$ cat config.mk
export PLATFORM = sky130hd
export DESIGN_NAME = bfc_host
export DESIGN_NICKNAME = d
export VERILOG_FILES = /design/src/rtl/bfc_pkg.sv /design/src/rtl/bfc_cyc_if.sv /design/src/rtl/bfc_bus_cycle.sv /design/src/rtl/bfc_host.sv
export VERILOG_INCLUDE_DIRS = /design/src /design/src/rtl
export SDC_FILE = /design/constraint.sdc
export NUM_CORES = 1
export LEC_CHECK = 0
export BUFFER_PORTS_ARGS = -buffer_cell sky130_fd_sc_hd__clkbuf_2
export CAP_MARGIN = 20
export CORE_UTILIZATION = 50
export DETAILED_ROUTE_END_ITERATION = 8
export HOLD_SLACK_MARGIN = 0.08
export PLACE_DENSITY = 0.7
export SYNTH_ARGS = -nofsm -noshare
export SYNTH_HDL_FRONTEND = slang
export SYNTH_SLANG_ARGS = --single-unit
$ cat constraint.sdc
create_clock -name clock -period 3.1 [get_ports clock]
set_clock_uncertainty 0.15 [all_clocks]
set_input_delay 0 -clock clock [delete_from_list [all_inputs] [get_ports clock]]
set_output_delay 0 -clock clock [all_outputs]
set_load 0.05 [all_outputs]
$ cat src/rtl/bfc_consts.svh
`ifndef BFC_CONSTS_SVH
`define BFC_CONSTS_SVH

// array geometry: 524,288 bytes, byte-wide data
`define BFC_ADDR_W 19
`define BFC_DATA_W 8
`define BFC_SECTOR_COUNT 11
`define BFC_ERASED_BYTE 8'hff

// status bit positions within a read byte
`define BFC_DATA_POLL_STATUS_BIT 7
`define BFC_TOGGLE_STATUS_BIT 6

// unlock addresses and command codes
`define BFC_UNLOCK1_ADDR 19'h00555
`define BFC_UNLOCK2_ADDR 19'h002aa
`define BFC_UNLOCK1_DATA 8'haa
`define BFC_UNLOCK2_DATA 8'h55
`define BFC_CMD_PROG 8'ha0
`define BFC_CMD_ERASE_SETUP 8'h80
`define BFC_CMD_SECTOR_ERASE 8'h30
`define BFC_CMD_CHIP_ERASE 8'h10
`define BFC_CMD_BYPASS_ON 8'h20
`define BFC_CMD_BYPASS_OFF1 8'h90
`define BFC_CMD_BYPASS_OFF2 8'h00
`define BFC_CMD_SUSPEND 8'hb0
`define BFC_CMD_RESUME 8'h30

// timing: clock period and pin times in ns, counts derived
`define BFC_CLK_NS 100
`define BFC_ACC_NS 70
`define BFC_ACC_CYC ((`BFC_ACC_NS + `BFC_CLK_NS - 1) / `BFC_CLK_NS)
`define BFC_WP_NS 35
`define BFC_WP_CYC ((`BFC_WP_NS + `BFC_CLK_NS - 1) / `BFC_CLK_NS)
`define BFC_RP_NS 500
`define BFC_RP_CYC ((`BFC_RP_NS + `BFC_CLK_NS - 1) / `BFC_CLK_NS)
`define BFC_BUSY_NS 90
`define BFC_BUSY_CYC (((`BFC_BUSY_NS / `BFC_CLK_NS) < 1) ? 1 : (`BFC_BUSY_NS / `BFC_CLK_NS))
`define BFC_SYNC_CYC 2
`define BFC_CNT_W 4

`endif

$ cat src/rtl/bfc_pkg.sv
package bfc_pkg;
  typedef logic [18:0] bfc_addr_t;
  typedef logic [7:0] bfc_data_t;

  typedef enum logic [3:0] {
    OP_READ, OP_PROG, OP_SECT_ERASE, OP_CHIP_ERASE, OP_SUSPEND,
    OP_RESUME, OP_BYPASS_ON, OP_BYPASS_OFF, OP_RESET
  } bfc_op_e;

  typedef struct packed {
    bfc_addr_t addr;
    bfc_data_t data;
    logic last;
  } bfc_step_s;
endpackage

$ cat src/rtl/bfc_cyc_if.sv
`timescale 1ns/1ps
`default_nettype none
interface bfc_cyc_if;
  import bfc_pkg::*;
  logic req;
  logic wr;
  bfc_addr_t addr;
  bfc_data_t wdata;
  logic done;
  bfc_data_t rdata;
  modport seq (output req, wr, addr, wdata, input done, rdata);
  modport eng (input req, wr, addr, wdata, output done, rdata);
endinterface
`default_nettype wire

$ cat src/rtl/bfc_bus_cycle.sv
`timescale 1ns/1ps
`default_nettype none
`include "bfc_consts.svh"
module bfc_bus_cycle (
  input wire logic clock,
  input wire logic rst_n,
  bfc_cyc_if.eng cyc,
  output logic [18:0] flashAddr,
  input wire logic [7:0] flashDqIn,
  output logic [7:0] flashDqOut,
  output logic flashDqOe,
  output logic flashCeN,
  output logic flashWeN,
  output logic flashOeN
);
  import bfc_pkg::*;
  typedef enum logic [1:0] {E_IDLE, E_SETUP, E_PULSE, E_RECOV} bfc_eng_e;

  bfc_eng_e st_q, st_d;
  logic [`BFC_CNT_W-1:0] cnt_q, cnt_d;
  logic wr_q, wr_d, ceN_q, ceN_d, weN_q, weN_d, oeN_q, oeN_d, dqOe_q, dqOe_d, done_q, done_d;
  bfc_addr_t addr_q, addr_d;
  bfc_data_t wdata_q, wdata_d, rdata_q, rdata_d, dqMeta_q, dqSync_q;

  // one bus cycle: setup, strobe pulse, recovery; strobes idle high
  always_comb begin
    st_d = st_q;
    cnt_d = cnt_q;
    wr_d = wr_q;
    addr_d = addr_q;
    wdata_d = wdata_q;
    ceN_d = ceN_q;
    weN_d = weN_q;
    oeN_d = oeN_q;
    dqOe_d = dqOe_q;
    done_d = 1'b0;
    rdata_d = rdata_q;
    unique case (st_q)
      E_IDLE: if (cyc.req) begin
        st_d = E_SETUP;
        wr_d = cyc.wr;
        addr_d = cyc.addr;
        wdata_d = cyc.wdata;
        ceN_d = 1'b0;
        dqOe_d = cyc.wr; // drive dq only on writes, avoids contention
      end
      E_SETUP: begin
        st_d = E_PULSE;
        if (wr_q) begin
          weN_d = 1'b0;
          cnt_d = `BFC_CNT_W'(`BFC_WP_CYC);
        end else begin
          oeN_d = 1'b0;
          cnt_d = `BFC_CNT_W'(`BFC_ACC_CYC + `BFC_SYNC_CYC);
        end
      end
      E_PULSE: begin
        cnt_d = cnt_q - 1'b1;
        if (cnt_q == `BFC_CNT_W'(1)) begin
          st_d = E_RECOV;
          weN_d = 1'b1; // device latches addr and data on this rising edge
          oeN_d = 1'b1;
          if (!wr_q) rdata_d = dqSync_q;
        end
      end
      E_RECOV: begin
        st_d = E_IDLE;
        ceN_d = 1'b1; // back to standby between cycles
        dqOe_d = 1'b0;
        done_d = 1'b1;
      end
    endcase
  end

  // register the cycle state and sync the data pins
  always_ff @(posedge clock or negedge rst_n) begin
    if (!rst_n) begin
      st_q <= E_IDLE;
      cnt_q <= '0;
      wr_q <= 1'b0;
      addr_q <= '0;
      wdata_q <= '0;
      ceN_q <= 1'b1;
      weN_q <= 1'b1; // no write strobe while held in reset
      oeN_q <= 1'b1;
      dqOe_q <= 1'b0;
      done_q <= 1'b0;
      rdata_q <= '0;
      dqMeta_q <= '0;
      dqSync_q <= '0;
    end else begin
      st_q <= st_d;
      cnt_q <= cnt_d;
      wr_q <= wr_d;
      addr_q <= addr_d;
      wdata_q <= wdata_d;
      ceN_q <= ceN_d;
      weN_q <= weN_d;
      oeN_q <= oeN_d;
      dqOe_q <= dqOe_d;
      done_q <= done_d;
      rdata_q <= rdata_d;
      dqMeta_q <= flashDqIn;
      dqSync_q <= dqMeta_q;
    end
  end

  // address held stable while idle so the device may sleep
  assign flashAddr = addr_q;
  assign flashDqOut = wdata_q;
  assign flashDqOe = dqOe_q;
  assign flashCeN = ceN_q;
  assign flashWeN = weN_q;
  assign flashOeN = oeN_q;
  assign cyc.done = done_q;
  assign cyc.rdata = rdata_q;
endmodule // bfc_bus_cycle
`default_nettype wire

$ cat src/rtl/bfc_host.sv
`timescale 1ns/1ps
`default_nettype none
`include "bfc_consts.svh"
module bfc_host (
  input wire logic clock,
  input wire logic rst_n,
  input wire logic cmdValid,
  output logic cmdReady,
  input wire bfc_pkg::bfc_op_e cmdOp,
  input wire bfc_pkg::bfc_addr_t cmdAddr,
  input wire bfc_pkg::bfc_data_t cmdData,
  output logic rspValid,
  output bfc_pkg::bfc_data_t rspData,
  output logic rspErr,
  output logic bypassOn,
  output logic eraseSuspended,
  output logic busy,
  output logic [18:0] flashAddr,
  input wire logic [7:0] flashDqIn,
  output logic [7:0] flashDqOut,
  output logic flashDqOe,
  output logic flashCeN,
  output logic flashWeN,
  output logic flashOeN,
  output logic flashResetN,
  input wire logic opDoneFlagN
);
  import bfc_pkg::*;
  typedef enum logic [2:0] {S_IDLE, S_WRITE, S_WAIT, S_POLL_A, S_POLL_B, S_READ, S_RESET} bfc_state_e;

  // steps of each unlock sequence; bypass programs skip the unlock pair
  function automatic bfc_step_s seqStep(bfc_op_e op, logic [2:0] n, logic byp, bfc_addr_t a, bfc_data_t d);
    bfc_step_s s;
    s.last = 1'b0;
    unique case (n % 3'd3)
      3'd0: s.addr = `BFC_UNLOCK1_ADDR;
      3'd1: s.addr = `BFC_UNLOCK2_ADDR;
      default: s.addr = `BFC_UNLOCK1_ADDR;
    endcase
    s.data = (n % 3'd3 == 3'd1) ? `BFC_UNLOCK2_DATA : `BFC_UNLOCK1_DATA;
    unique case (op)
      OP_PROG: if (byp) begin
        if (n == 3'd0) s.data = `BFC_CMD_PROG;
        else begin s.addr = a; s.data = d; s.last = 1'b1; end
      end else begin
        if (n == 3'd2) s.data = `BFC_CMD_PROG;
        if (n == 3'd3) begin s.addr = a; s.data = d; s.last = 1'b1; end
      end
      OP_SECT_ERASE: begin
        if (n == 3'd2) s.data = `BFC_CMD_ERASE_SETUP;
        if (n == 3'd5) begin s.addr = a; s.data = `BFC_CMD_SECTOR_ERASE; s.last = 1'b1; end
      end
      OP_CHIP_ERASE: begin
        if (n == 3'd2) s.data = `BFC_CMD_ERASE_SETUP;
        if (n == 3'd5) begin s.data = `BFC_CMD_CHIP_ERASE; s.last = 1'b1; end
      end
      OP_BYPASS_ON: if (n == 3'd2) begin s.data = `BFC_CMD_BYPASS_ON; s.last = 1'b1; end
      OP_BYPASS_OFF: begin
        s.data = (n == 3'd0) ? `BFC_CMD_BYPASS_OFF1 : `BFC_CMD_BYPASS_OFF2;
        s.last = (n != 3'd0);
      end
      OP_SUSPEND: begin s.addr = a; s.data = `BFC_CMD_SUSPEND; s.last = 1'b1; end
      OP_RESUME: begin s.addr = a; s.data = `BFC_CMD_RESUME; s.last = 1'b1; end
      default: s.last = 1'b1;
    endcase
    return s;
  endfunction

  function automatic logic isErase(bfc_op_e op);
    return (op == OP_SECT_ERASE) || (op == OP_CHIP_ERASE);
  endfunction

  bfc_cyc_if cyc ();

  bfc_state_e st_q, st_d;
  bfc_op_e op_q, op_d;
  bfc_addr_t addr_q, addr_d, eraseAddr_q, eraseAddr_d;
  bfc_data_t data_q, data_d, rspData_q, rspData_d;
  bfc_op_e eraseOp_q, eraseOp_d;
  logic [2:0] step_q, step_d;
  logic [`BFC_CNT_W-1:0] cnt_q, cnt_d;
  logic inFlight_q, inFlight_d, tog_q, tog_d, byp_q, byp_d, susp_q, susp_d, erasing_q, erasing_d;
  logic rspValid_q, rspValid_d, rspErr_q, rspErr_d, resetN_q, resetN_d;
  logic rdyMeta_q, rdySync_q, takeCmd, takeSusp, refuse;
  bfc_step_s step;

  // accept rules: idle, or an erase suspend between status polls
  always_comb begin
    takeSusp = (st_q == S_POLL_A) && !inFlight_q && cmdValid && (cmdOp == OP_SUSPEND) && isErase(op_q);
    cmdReady = (st_q == S_IDLE) || takeSusp;
    takeCmd = (st_q == S_IDLE) && cmdValid;
    refuse = (isErase(cmdOp) && erasing_q) || ((cmdOp == OP_RESUME) != susp_q && cmdOp == OP_RESUME)
      || (cmdOp == OP_SUSPEND) || (cmdOp == OP_PROG && susp_q && byp_q);
    step = seqStep(op_q, step_q, byp_q, addr_q, data_q);
    cyc.req = (st_q inside {S_WRITE, S_POLL_A, S_POLL_B, S_READ}) && !inFlight_q && !takeSusp;
    cyc.wr = (st_q == S_WRITE);
    cyc.addr = (st_q == S_WRITE) ? step.addr : addr_q;
    cyc.wdata = step.data;
  end

  // command sequencer: unlock writes, busy wait, toggle polling
  always_comb begin
    st_d = st_q;
    op_d = op_q;
    addr_d = addr_q;
    data_d = data_q;
    eraseAddr_d = eraseAddr_q;
    eraseOp_d = eraseOp_q;
    step_d = step_q;
    cnt_d = cnt_q;
    inFlight_d = inFlight_q;
    tog_d = tog_q;
    byp_d = byp_q;
    susp_d = susp_q;
    erasing_d = erasing_q;
    rspValid_d = 1'b0;
    rspData_d = rspData_q;
    rspErr_d = rspErr_q;
    resetN_d = 1'b1;
    if (cyc.req) inFlight_d = 1'b1;
    if (cyc.done) inFlight_d = 1'b0;
    unique case (st_q)
      S_IDLE: if (takeCmd) begin
        op_d = cmdOp;
        addr_d = cmdAddr;
        data_d = cmdData;
        step_d = 3'd0;
        if (cmdOp == OP_RESET) begin
          st_d = S_RESET;
          resetN_d = 1'b0;
          cnt_d = `BFC_CNT_W'(`BFC_RP_CYC);
        end else if (refuse) begin
          rspValid_d = 1'b1;
          rspErr_d = 1'b1;
        end else if (cmdOp == OP_READ) st_d = S_READ;
        else if (cmdOp == OP_RESUME) begin
          st_d = S_WRITE;
          addr_d = eraseAddr_q;
        end else st_d = S_WRITE;
        if (isErase(cmdOp) && !refuse) begin
          eraseAddr_d = cmdAddr; // any of the eleven sectors
          eraseOp_d = cmdOp;
        end
      end
      S_WRITE: if (cyc.done) begin
        step_d = step_q + 3'd1;
        if (step.last) begin
          st_d = S_WAIT;
          cnt_d = `BFC_CNT_W'(`BFC_BUSY_CYC + `BFC_SYNC_CYC + 1);
          if (op_q == OP_BYPASS_ON || op_q == OP_BYPASS_OFF) begin
            st_d = S_IDLE;
            byp_d = (op_q == OP_BYPASS_ON);
            rspValid_d = 1'b1;
            rspErr_d = 1'b0;
          end
          if (isErase(op_q)) erasing_d = 1'b1;
          if (op_q == OP_RESUME) begin
            susp_d = 1'b0;
            op_d = eraseOp_q;
          end
        end
      end
      S_WAIT: begin
        cnt_d = cnt_q - 1'b1;
        if (cnt_q == `BFC_CNT_W'(1)) st_d = S_POLL_A;
      end
      S_POLL_A: if (takeSusp) begin
        op_d = OP_SUSPEND;
        step_d = 3'd0;
        st_d = S_WRITE;
      end else if (cyc.done) begin
        tog_d = cyc.rdata[`BFC_TOGGLE_STATUS_BIT];
        st_d = S_POLL_B;
      end
      S_POLL_B: if (cyc.done) begin
        st_d = S_POLL_A;
        // toggle bit steady and ready pin high means the algorithm ended
        if (cyc.rdata[`BFC_TOGGLE_STATUS_BIT] == tog_q && rdySync_q) begin
          st_d = S_IDLE;
          rspValid_d = 1'b1;
          rspData_d = cyc.rdata;
          rspErr_d = 1'b0;
          if (op_q == OP_SUSPEND) susp_d = 1'b1;
          if (op_q == OP_PROG) rspErr_d = (cyc.rdata != data_q);
          if (isErase(op_q)) begin
            erasing_d = 1'b0;
            rspErr_d = (cyc.rdata != `BFC_ERASED_BYTE);
          end
        end
      end
      S_READ: if (cyc.done) begin
        st_d = S_IDLE;
        rspValid_d = 1'b1;
        rspData_d = cyc.rdata;
        rspErr_d = 1'b0;
      end
      S_RESET: begin
        cnt_d = cnt_q - 1'b1;
        resetN_d = (cnt_q == `BFC_CNT_W'(1));
        if (cnt_q == `BFC_CNT_W'(1)) begin
          st_d = S_IDLE;
          byp_d = 1'b0;
          susp_d = 1'b0;
          erasing_d = 1'b0;
          rspValid_d = 1'b1;
          rspErr_d = 1'b0;
        end
      end
    endcase
  end

  // sequencer registers and ready pin synchroniser
  always_ff @(posedge clock or negedge rst_n) begin
    if (!rst_n) begin
      st_q <= S_IDLE;
      op_q <= OP_READ;
      addr_q <= '0;
      data_q <= '0;
      eraseAddr_q <= '0;
      eraseOp_q <= OP_SECT_ERASE;
      step_q <= '0;
      cnt_q <= '0;
      inFlight_q <= 1'b0;
      tog_q <= 1'b0;
      byp_q <= 1'b0;
      susp_q <= 1'b0;
      erasing_q <= 1'b0;
      rspValid_q <= 1'b0;
      rspData_q <= '0;
      rspErr_q <= 1'b0;
      resetN_q <= 1'b1;
      rdyMeta_q <= 1'b0;
      rdySync_q <= 1'b0;
    end else begin
      st_q <= st_d;
      op_q <= op_d;
      addr_q <= addr_d;
      data_q <= data_d;
      eraseAddr_q <= eraseAddr_d;
      eraseOp_q <= eraseOp_d;
      step_q <= step_d;
      cnt_q <= cnt_d;
      inFlight_q <= inFlight_d;
      tog_q <= tog_d;
      byp_q <= byp_d;
      susp_q <= susp_d;
      erasing_q <= erasing_d;
      rspValid_q <= rspValid_d;
      rspData_q <= rspData_d;
      rspErr_q <= rspErr_d;
      resetN_q <= resetN_d;
      rdyMeta_q <= opDoneFlagN;
      rdySync_q <= rdyMeta_q;
    end
  end

  bfc_bus_cycle u_cycle (
    .clock(clock),
    .rst_n(rst_n),
    .cyc(cyc),
    .flashAddr(flashAddr),
    .flashDqIn(flashDqIn),
    .flashDqOut(flashDqOut),
    .flashDqOe(flashDqOe),
    .flashCeN(flashCeN),
    .flashWeN(flashWeN),
    .flashOeN(flashOeN)
  );

  // user-side status
  assign rspValid = rspValid_q;
  assign rspData = rspData_q;
  assign rspErr = rspErr_q;
  assign bypassOn = byp_q;
  assign eraseSuspended = susp_q;
  assign busy = (st_q != S_IDLE) || erasing_q;
  assign flashResetN = resetN_q;
endmodule // bfc_host
`default_nettype wire

Word level (Yosys, flattened, before mapping)
Cells that the tools add are included.
{"block": "classes", "n_addsub": 3, "div": 1, "n_eq_ne": 55, "muxes": 117, "bitwise": 2, "reduce_logical": 60}
{"operator": "2-to-1 mux 19 bit", "count": 6}
{"operator": "2-to-1 mux 28 bit", "count": 3}
{"operator": "2-to-1 mux 8 bit", "count": 8}
{"operator": "case mux 19 bit (3 select lines)", "count": 1}
{"operator": "case mux 8 bit (7 select lines)", "count": 1}
{"operator": "2-to-1 mux 1 bit", "count": 48}
{"operator": "2-to-1 mux 3 bit", "count": 15}
{"operator": "2-to-1 mux 4 bit", "count": 9}
{"operator": "inequality test 2 bit, second input constant", "count": 13}
{"operator": "== test 4 x 3 -> 1 bit, second input constant", "count": 6}
{"operator": "case mux 4 bit (3 select lines)", "count": 2}
{"operator": "case mux 3 bit (7 select lines)", "count": 1}
{"operator": "2-to-1 mux 9 bit", "count": 2}
{"operator": "== test 4 x 1 -> 1 bit, second input constant", "count": 4}
{"operator": "== test 4 x 2 -> 1 bit, second input constant", "count": 4}
{"operator": "inequality test 2 x 1 -> 1 bit, second input constant", "count": 8}
{"operator": "case mux 8 bit (2 select lines)", "count": 1}
{"operator": "AND reduction 8 bit", "count": 2}
{"operator": "case mux 1 bit (5 select lines)", "count": 3}
{"operator": "AND reduction 3 bit", "count": 5}
{"operator": "nonzero test 3 bit", "count": 5}
{"operator": "logical AND 1 bit", "count": 13}
{"operator": "== test 3 x 2 -> 1 bit, second input constant", "count": 4}
{"operator": "== test 3 bit, second input constant", "count": 4}
{"operator": "other kinds (35)", "count": 70}
{"block": "totals", "regBits": 145, "output_inout_bits": 46, "wordCells": 270}

Depth between registers and ports, before layout
{"block": "depth", "ltp_word": 10, "mapped_depth": 12}

Modules after synthesis
Synthesis repeated with hierarchy kept, for this count alone.
{"block": "hier_totals", "cells_unflattened": 625, "area_unflattened_um2": 7100.6}
{"mod": "bfc_host", "n_inst": 1, "cells_each": 475, "area_each_um2": 4743.3, "seq_area_each_um2": 2054.5}
{"mod": "bfc_bus_cycle", "n_inst": 1, "cells_each": 150, "area_each_um2": 2357.3, "seq_area_each_um2": 1580.3}

Worst setup path before layout
Ideal clock, no wire load.
{"block": "synth_path", "path_type": "flip-flop to flip-flop", "from": "register step_q[0]", "to": "register u_cycle.wdata_q[7] (netlist: u_cycle.flashDqOut[7])", "setup_time_ns": 0.121, "arrival_time_ns": 2.283, "required_time_ns": 2.829, "path_slack_ns": 0.546, "stages_incl_launch_ff": 12, "path_buffers": 0, "path_cell_list": "dfrtp_1 -> inv_1 -> ha_1 -> nand2_1 -> nand2_1 -> ha_1 -> ha_1 -> nor3_1 -> o21ai_0 -> a211oi_1 -> o221ai_1 -> a22o_1"}
{"block": "synth_via", "elab_chain_cells": 7}
{"item": "start, declared", "line": "bfc_host.sv:80", "rtl": "logic [2:0] step_q, step_d;"}
{"item": "start signal, assigned", "line": "bfc_host.sv:241", "rtl": "step_q <= step_d;"}
{"item": "modulo 3 x 2 -> 3 bit", "line": "bfc_host.sv:40", "rtl": "s.data = (n % 3'd3 == 3'd1) ? `BFC_UNLOCK2_DATA : `BFC_UNLOCK1_DATA;"}
{"item": "== test 3 x 1 -> 1 bit", "line": "bfc_host.sv:40"}
{"item": "2-to-1 mux 8 bit (no line)"}
{"item": "2-to-1 mux 8 bit", "line": "bfc_host.sv:46", "rtl": "if (n == 3'd2) s.data = `BFC_CMD_PROG;"}
{"item": "2-to-1 mux 28 bit", "line": "bfc_host.sv:47", "rtl": "if (n == 3'd3) begin s.addr = a; s.data = d; s.last = 1'b1; end"}
{"item": "2-to-1 mux 28 bit", "line": "bfc_host.sv:42", "rtl": "OP_PROG: if (byp) begin"}
{"item": "case mux 8 bit (7 select lines) (*)", "line": "bfc_host.sv:41", "rtl": "unique case (op)"}
{"item": "end signal, assigned", "line": "bfc_bus_cycle.sv:96", "rtl": "wdata_q <= wdata_d;"}
{"item": "end, declared", "line": "bfc_bus_cycle.sv:23", "rtl": "bfc_data_t wdata_q, wdata_d, rdata_q, rdata_d, dqMeta_q, dqSync_q;"}
Every way passes the cells marked *; elsewhere a longest branch is shown, timed or not.
A chain may end at the register's enable or synchronous reset.

Worst setup path in the final report
{"block": "layout_path", "from": "register step_q[0]", "to": "register u_cycle.addr_q[1] (netlist: u_cycle.flashAddr[1])"}
{"block": "layout_via", "elab_chain_cells": 7}
{"item": "modulo 3 x 2 -> 3 bit", "line": "bfc_host.sv:35", "rtl": "unique case (n % 3'd3)"}
{"item": "== test 3 x 1 -> 1 bit", "line": "bfc_host.sv:35"}
{"item": "2-to-1 mux 11 bit", "line": "bfc_host.sv:35"}
{"item": "2-to-1 mux 28 bit / 2-to-1 mux 19 bit (equally long branches)", "line": "bfc_host.sv:47, bfc_host.sv:43"}
{"item": "2-to-1 mux 28 bit", "line": "bfc_host.sv:42"}
{"item": "case mux 19 bit (3 select lines) (*)", "line": "bfc_host.sv:41"}
{"item": "2-to-1 mux 19 bit (*)", "line": "bfc_host.sv:97", "rtl": "cyc.addr = (st_q == S_WRITE) ? step.addr : addr_q;"}
{"item": "end signal, assigned", "line": "bfc_bus_cycle.sv:95", "rtl": "addr_q <= addr_d;"}
{"item": "end, declared", "line": "bfc_bus_cycle.sv:22", "rtl": "bfc_addr_t addr_q, addr_d;"}
Marked as above.

==> impl_metrics.py <==
metrics = {
    "outcome": {
        "status": "complete, no violations",
    },
    "placed_design": {
        "gp_congestion": 0.924,
        "port_buffers": 88,
        "post-place-ws_ns": 0.120,
        "dpl.hpwl_mm": 11.3,
    },
    "setup_path": {
        "reg2regPathDepth": 11,
        "critPathLaunch": "step_q[0]",
        "rr_startpoint": "step_q[0]",
        "path_class": "register to register",
        "critPathCapture": "u_cycle.flashAddr[1]",
        "crit_cells": 11,
        "cp-start-kind": "register",
        "path_buf_inv": 1,
        "cp-end-kind": "register",
        "crit_family": "simple AND/OR/NAND/NOR gates",
        "cpMaxStageDelayCell": "dfrtp_1",
        "max_stage_delay_ns": 0.47,
        "r2r_setup_slack_ns": 0.30,
        "r2r_end": "u_cycle.flashAddr[1]",
        "path_cells": "inv_1 > ha_1 > nand2_1 > nand2_1 > ha_1 > ha_1 > nor3_1 > o21ai_0 > and2_2 > and2_1 > o31ai_1",
        "worstPathArrival_ns": 2.97,
        "cp_common_cell": "ha_1",
        "cp_max_fo": 10,
        "cp.required_ns": 3.27,
    },
    "grt": {
        "grt_pass1_wl_mm": 26.8,
        "gr-total-overflow": 0,
        "track_usage_pct": 24.1,
        "antenna_found_initial": 0,
        "grt_pass1_vias": 5392,
        "grt_max_degree": 121,
    },
    "detailed_routing": {
        "first_pass_iters": 6,
        "post_drt_wl_per_cell_microns": 16.6,
        "drtAntennaViolNets": 0,
        "drcViolationCount": 0,
        "wl_mm": 16.3,
        "via_per_inst": 5.61,
        "initialDrtViolationCount": 433,
        "vias": 5514,
    },
    "logic_synthesis": {
        "synthMuxAreaShare_pct": 11.9,
        "synth_top_family_by_area": "simple AND/OR/NAND/NOR gates",
        "synth-seq-cells": 145,
        "synthTopCellsByArea": "dfrtp_1, mux2_2, mux2i_1",
        "syn_area_sq_mm": 0.00699,
        "synthArstFlopShare_pct": 100,
        "synth_top_area_share_pct": 50.2,
        "synth_common_cells": "dfrtp_1, mux2_2, nand2_1",
        "synth_fa_ha_area_share_pct": 2.87,
        "postSynthAreaPerCell_sq_um": 10.8,
        "synth_cell_types": 62,
        "synth_top_area_cell": "dfrtp_1",
        "yosysMostFrequentCell": "dfrtp_1",
        "synth_nets": 708,
        "ys.flop_type": "dfrtp_1",
        "synthSimpleGateAreaFrac_pct": 14.5,
        "synthCells": 649,
        "synth_xor_area_share_pct": 1.25,
        "synth_compound_area_share_pct": 14.1,
        "synth_edf_count": 0,
        "synth_warnings": 0,
        "yosysSeqAreaShare_pct": 52.0,
    },
    "die": {
        "initial_utilization_pct": 51.9,
        "num_rows": 42,
        "die_y_microns": 120,
        "die_w_microns": 120,
        "core_area_sq_mm": 0.0135,
        "dieArea_sq_mm": 0.0144,
        "io_pins": 89,
    },
    "final_layout": {
        "drive_above_1_share_pct": 25.9,
        "nets": 853,
        "insertedDiodeCount": 0,
        "area_delta_synth_final_pct": 26.6,
    },
    "timing": {
        "setup_slack_ns": 0.296,
        "max_freq_ghz": 0.357,
        "setup_viol": 0,
        "grt_setup_unrepaired": "false",
        "worstMarginPinSlew_ns": 0.709,
        "min_period_over_period_pct": 90.5,
        "relSlewSlack_pct": 52.0,
        "drv_slew": 0,
        "tns_ns": 0,
        "period_needed_ns": 2.80,
        "final_hold_viol_count": 0,
        "hold_slack_ns": 0.0850,
    },
    "clock_tree": {
        "clk_pin_slew_ns": 0.06,
        "clock-root-buffer": "clkbuf_16",
        "insertion_delay_ns": 0.43,
        "cts_buffers": 17,
        "cts-htree-levels": 4,
        "cts_tree": "done",
        "cts_buffer_depth": 2,
        "cts_setup_buffers": 0,
        "numClockSinks": 145,
    },
    "power_and_ir_drop": {
        "cellPowerDensity_mw_per_mm2": 1110,
        "ir_drop_uv": 599,
        "p_leak_uw": 0.00402,
    },
    "flow_run": {
        "drv_cap": 0,
    },
    "min_path": {
        "hold_class": "input pin to register",
    },
}
[per-layer routing]
metal | GRT usage [%] | share of wire, %
met1 | 32.2 | 44
met5 | 0 | 0
met3 | 5.14 | 5.5
met2 | 38.0 | 48
met4 | 9.92 | 1.8
[kinds of logic after synthesis]
kind of cell	after synthesis
AOI/OAI and AO/OA	152
xor gates and xnor gates	10
buffers and inverters	56
muxes	77
and+or+nand+nor	193
DFF	145
adders and majority gates	16
[cell usage in the layout (no fill, tap or decap), drive strengths merged, types with 3 or more instances in the layout]
master and instances:
dfrtp 140, clkbuf 104, dlygate4sd3 51, mux2 49
nand2 47, a21oi 46, nor2 45, o21ai 41
mux2i 28, inv 26, buf 23, nand2b 19
ha 16, nor2b 12, nor3 11, xor2 9
nand3 8, nor3b 7, a31oi 7, o31ai 7
clkinv 7, a22oi 6, nor4b 6, a22o 5
dfstp 5, and2 5, and3 4, nand3b 4
or2 4, and3b 3, o2bb2ai 3, o22ai 3
or3 3, a21boi 3, a2bb2oi 3, nand4 3
o22a 3, a211oi 3, nor4 3
[worst min path at each step]
| stage | start | end | slack (ns) | cells after the start |
|---|---|---|---|---|
| after detailed placement | flashDqIn[1] | u_cycle.dqMeta_q[1] | -0.04 | 1 |
| final | opDoneFlagN | rdyMeta_q | 0.09 | 2 |
| after CTS | opDoneFlagN | rdyMeta_q | 0.09 | 2 |
| after global routing | opDoneFlagN | rdyMeta_q | 0.09 | 2 |
| after global placement | flashDqIn[5] | u_cycle.dqMeta_q[5] | -0.04 | 1 |
| after floorplan | rst_n | addr_q[0] | -0.45 | 0 |
[final cells by class]
class	instances	area [sq um]
Clock buffer	17	425
Clock inverter	15	199
Fill cell	1073	4610
Inverter	21	78.8
Multi-Input combinational cell	448	3140
Sequential cell	145	3630
Tap cell	176	220
Timing Repair Buffer	161	1140
[worst register-to-register path, cell delays in order, from the launching register on]
cell and delay (ns):
dfrtp_1 0.47, inv_1 0.11, ha_1 0.24, nand2_1 0.06
nand2_1 0.06, ha_1 0.19, ha_1 0.28, nor3_1 0.11
o21ai_0 0.20, and2_2 0.34, and2_1 0.22, o31ai_1 0.28
[timing repair]
item                       CTS  global route
hold endpoints to repair   179            27
setup endpoints to repair    0             4
hold buffers                50             1
gates resized for setup      0             2
[report_power, final]
group	total [uW]	leakage, uW	switching [uW]	internal, uW
registers	3320	0.00175	618	2700
clock network	2120	0.000302	897	1230
logic	4400	0.00197	2780	1620
total	9840	0.00402	4300	5540
[metrics by stage]
stage	utilization, %	power, uW	cell area, sq um	cells
2_1_floorplan	-	6470	6990	649
3_3_place_gp	57.0	7480	7670	898
3_5_place_dp	57.0	7650	7670	898
4_1_cts	65.4	9860	8790	980
5_1_grt	65.7	10400	8840	983
6_report	65.7	9840	8840	983
[registers in the layout (all words and copies together), names as in the netlist, 8 cells and up]
register and flops:
u_cycle.flashDqOut 8, u_cycle.flashAddr 19, eraseAddr_q 19, u_cycle.dqSync_q 8, rspData 8, u_cycle.dqMeta_q 8
u_cycle.cyc.rdata 8, data_q 8, addr_q 19
Power figures use the tool's default switching activity.
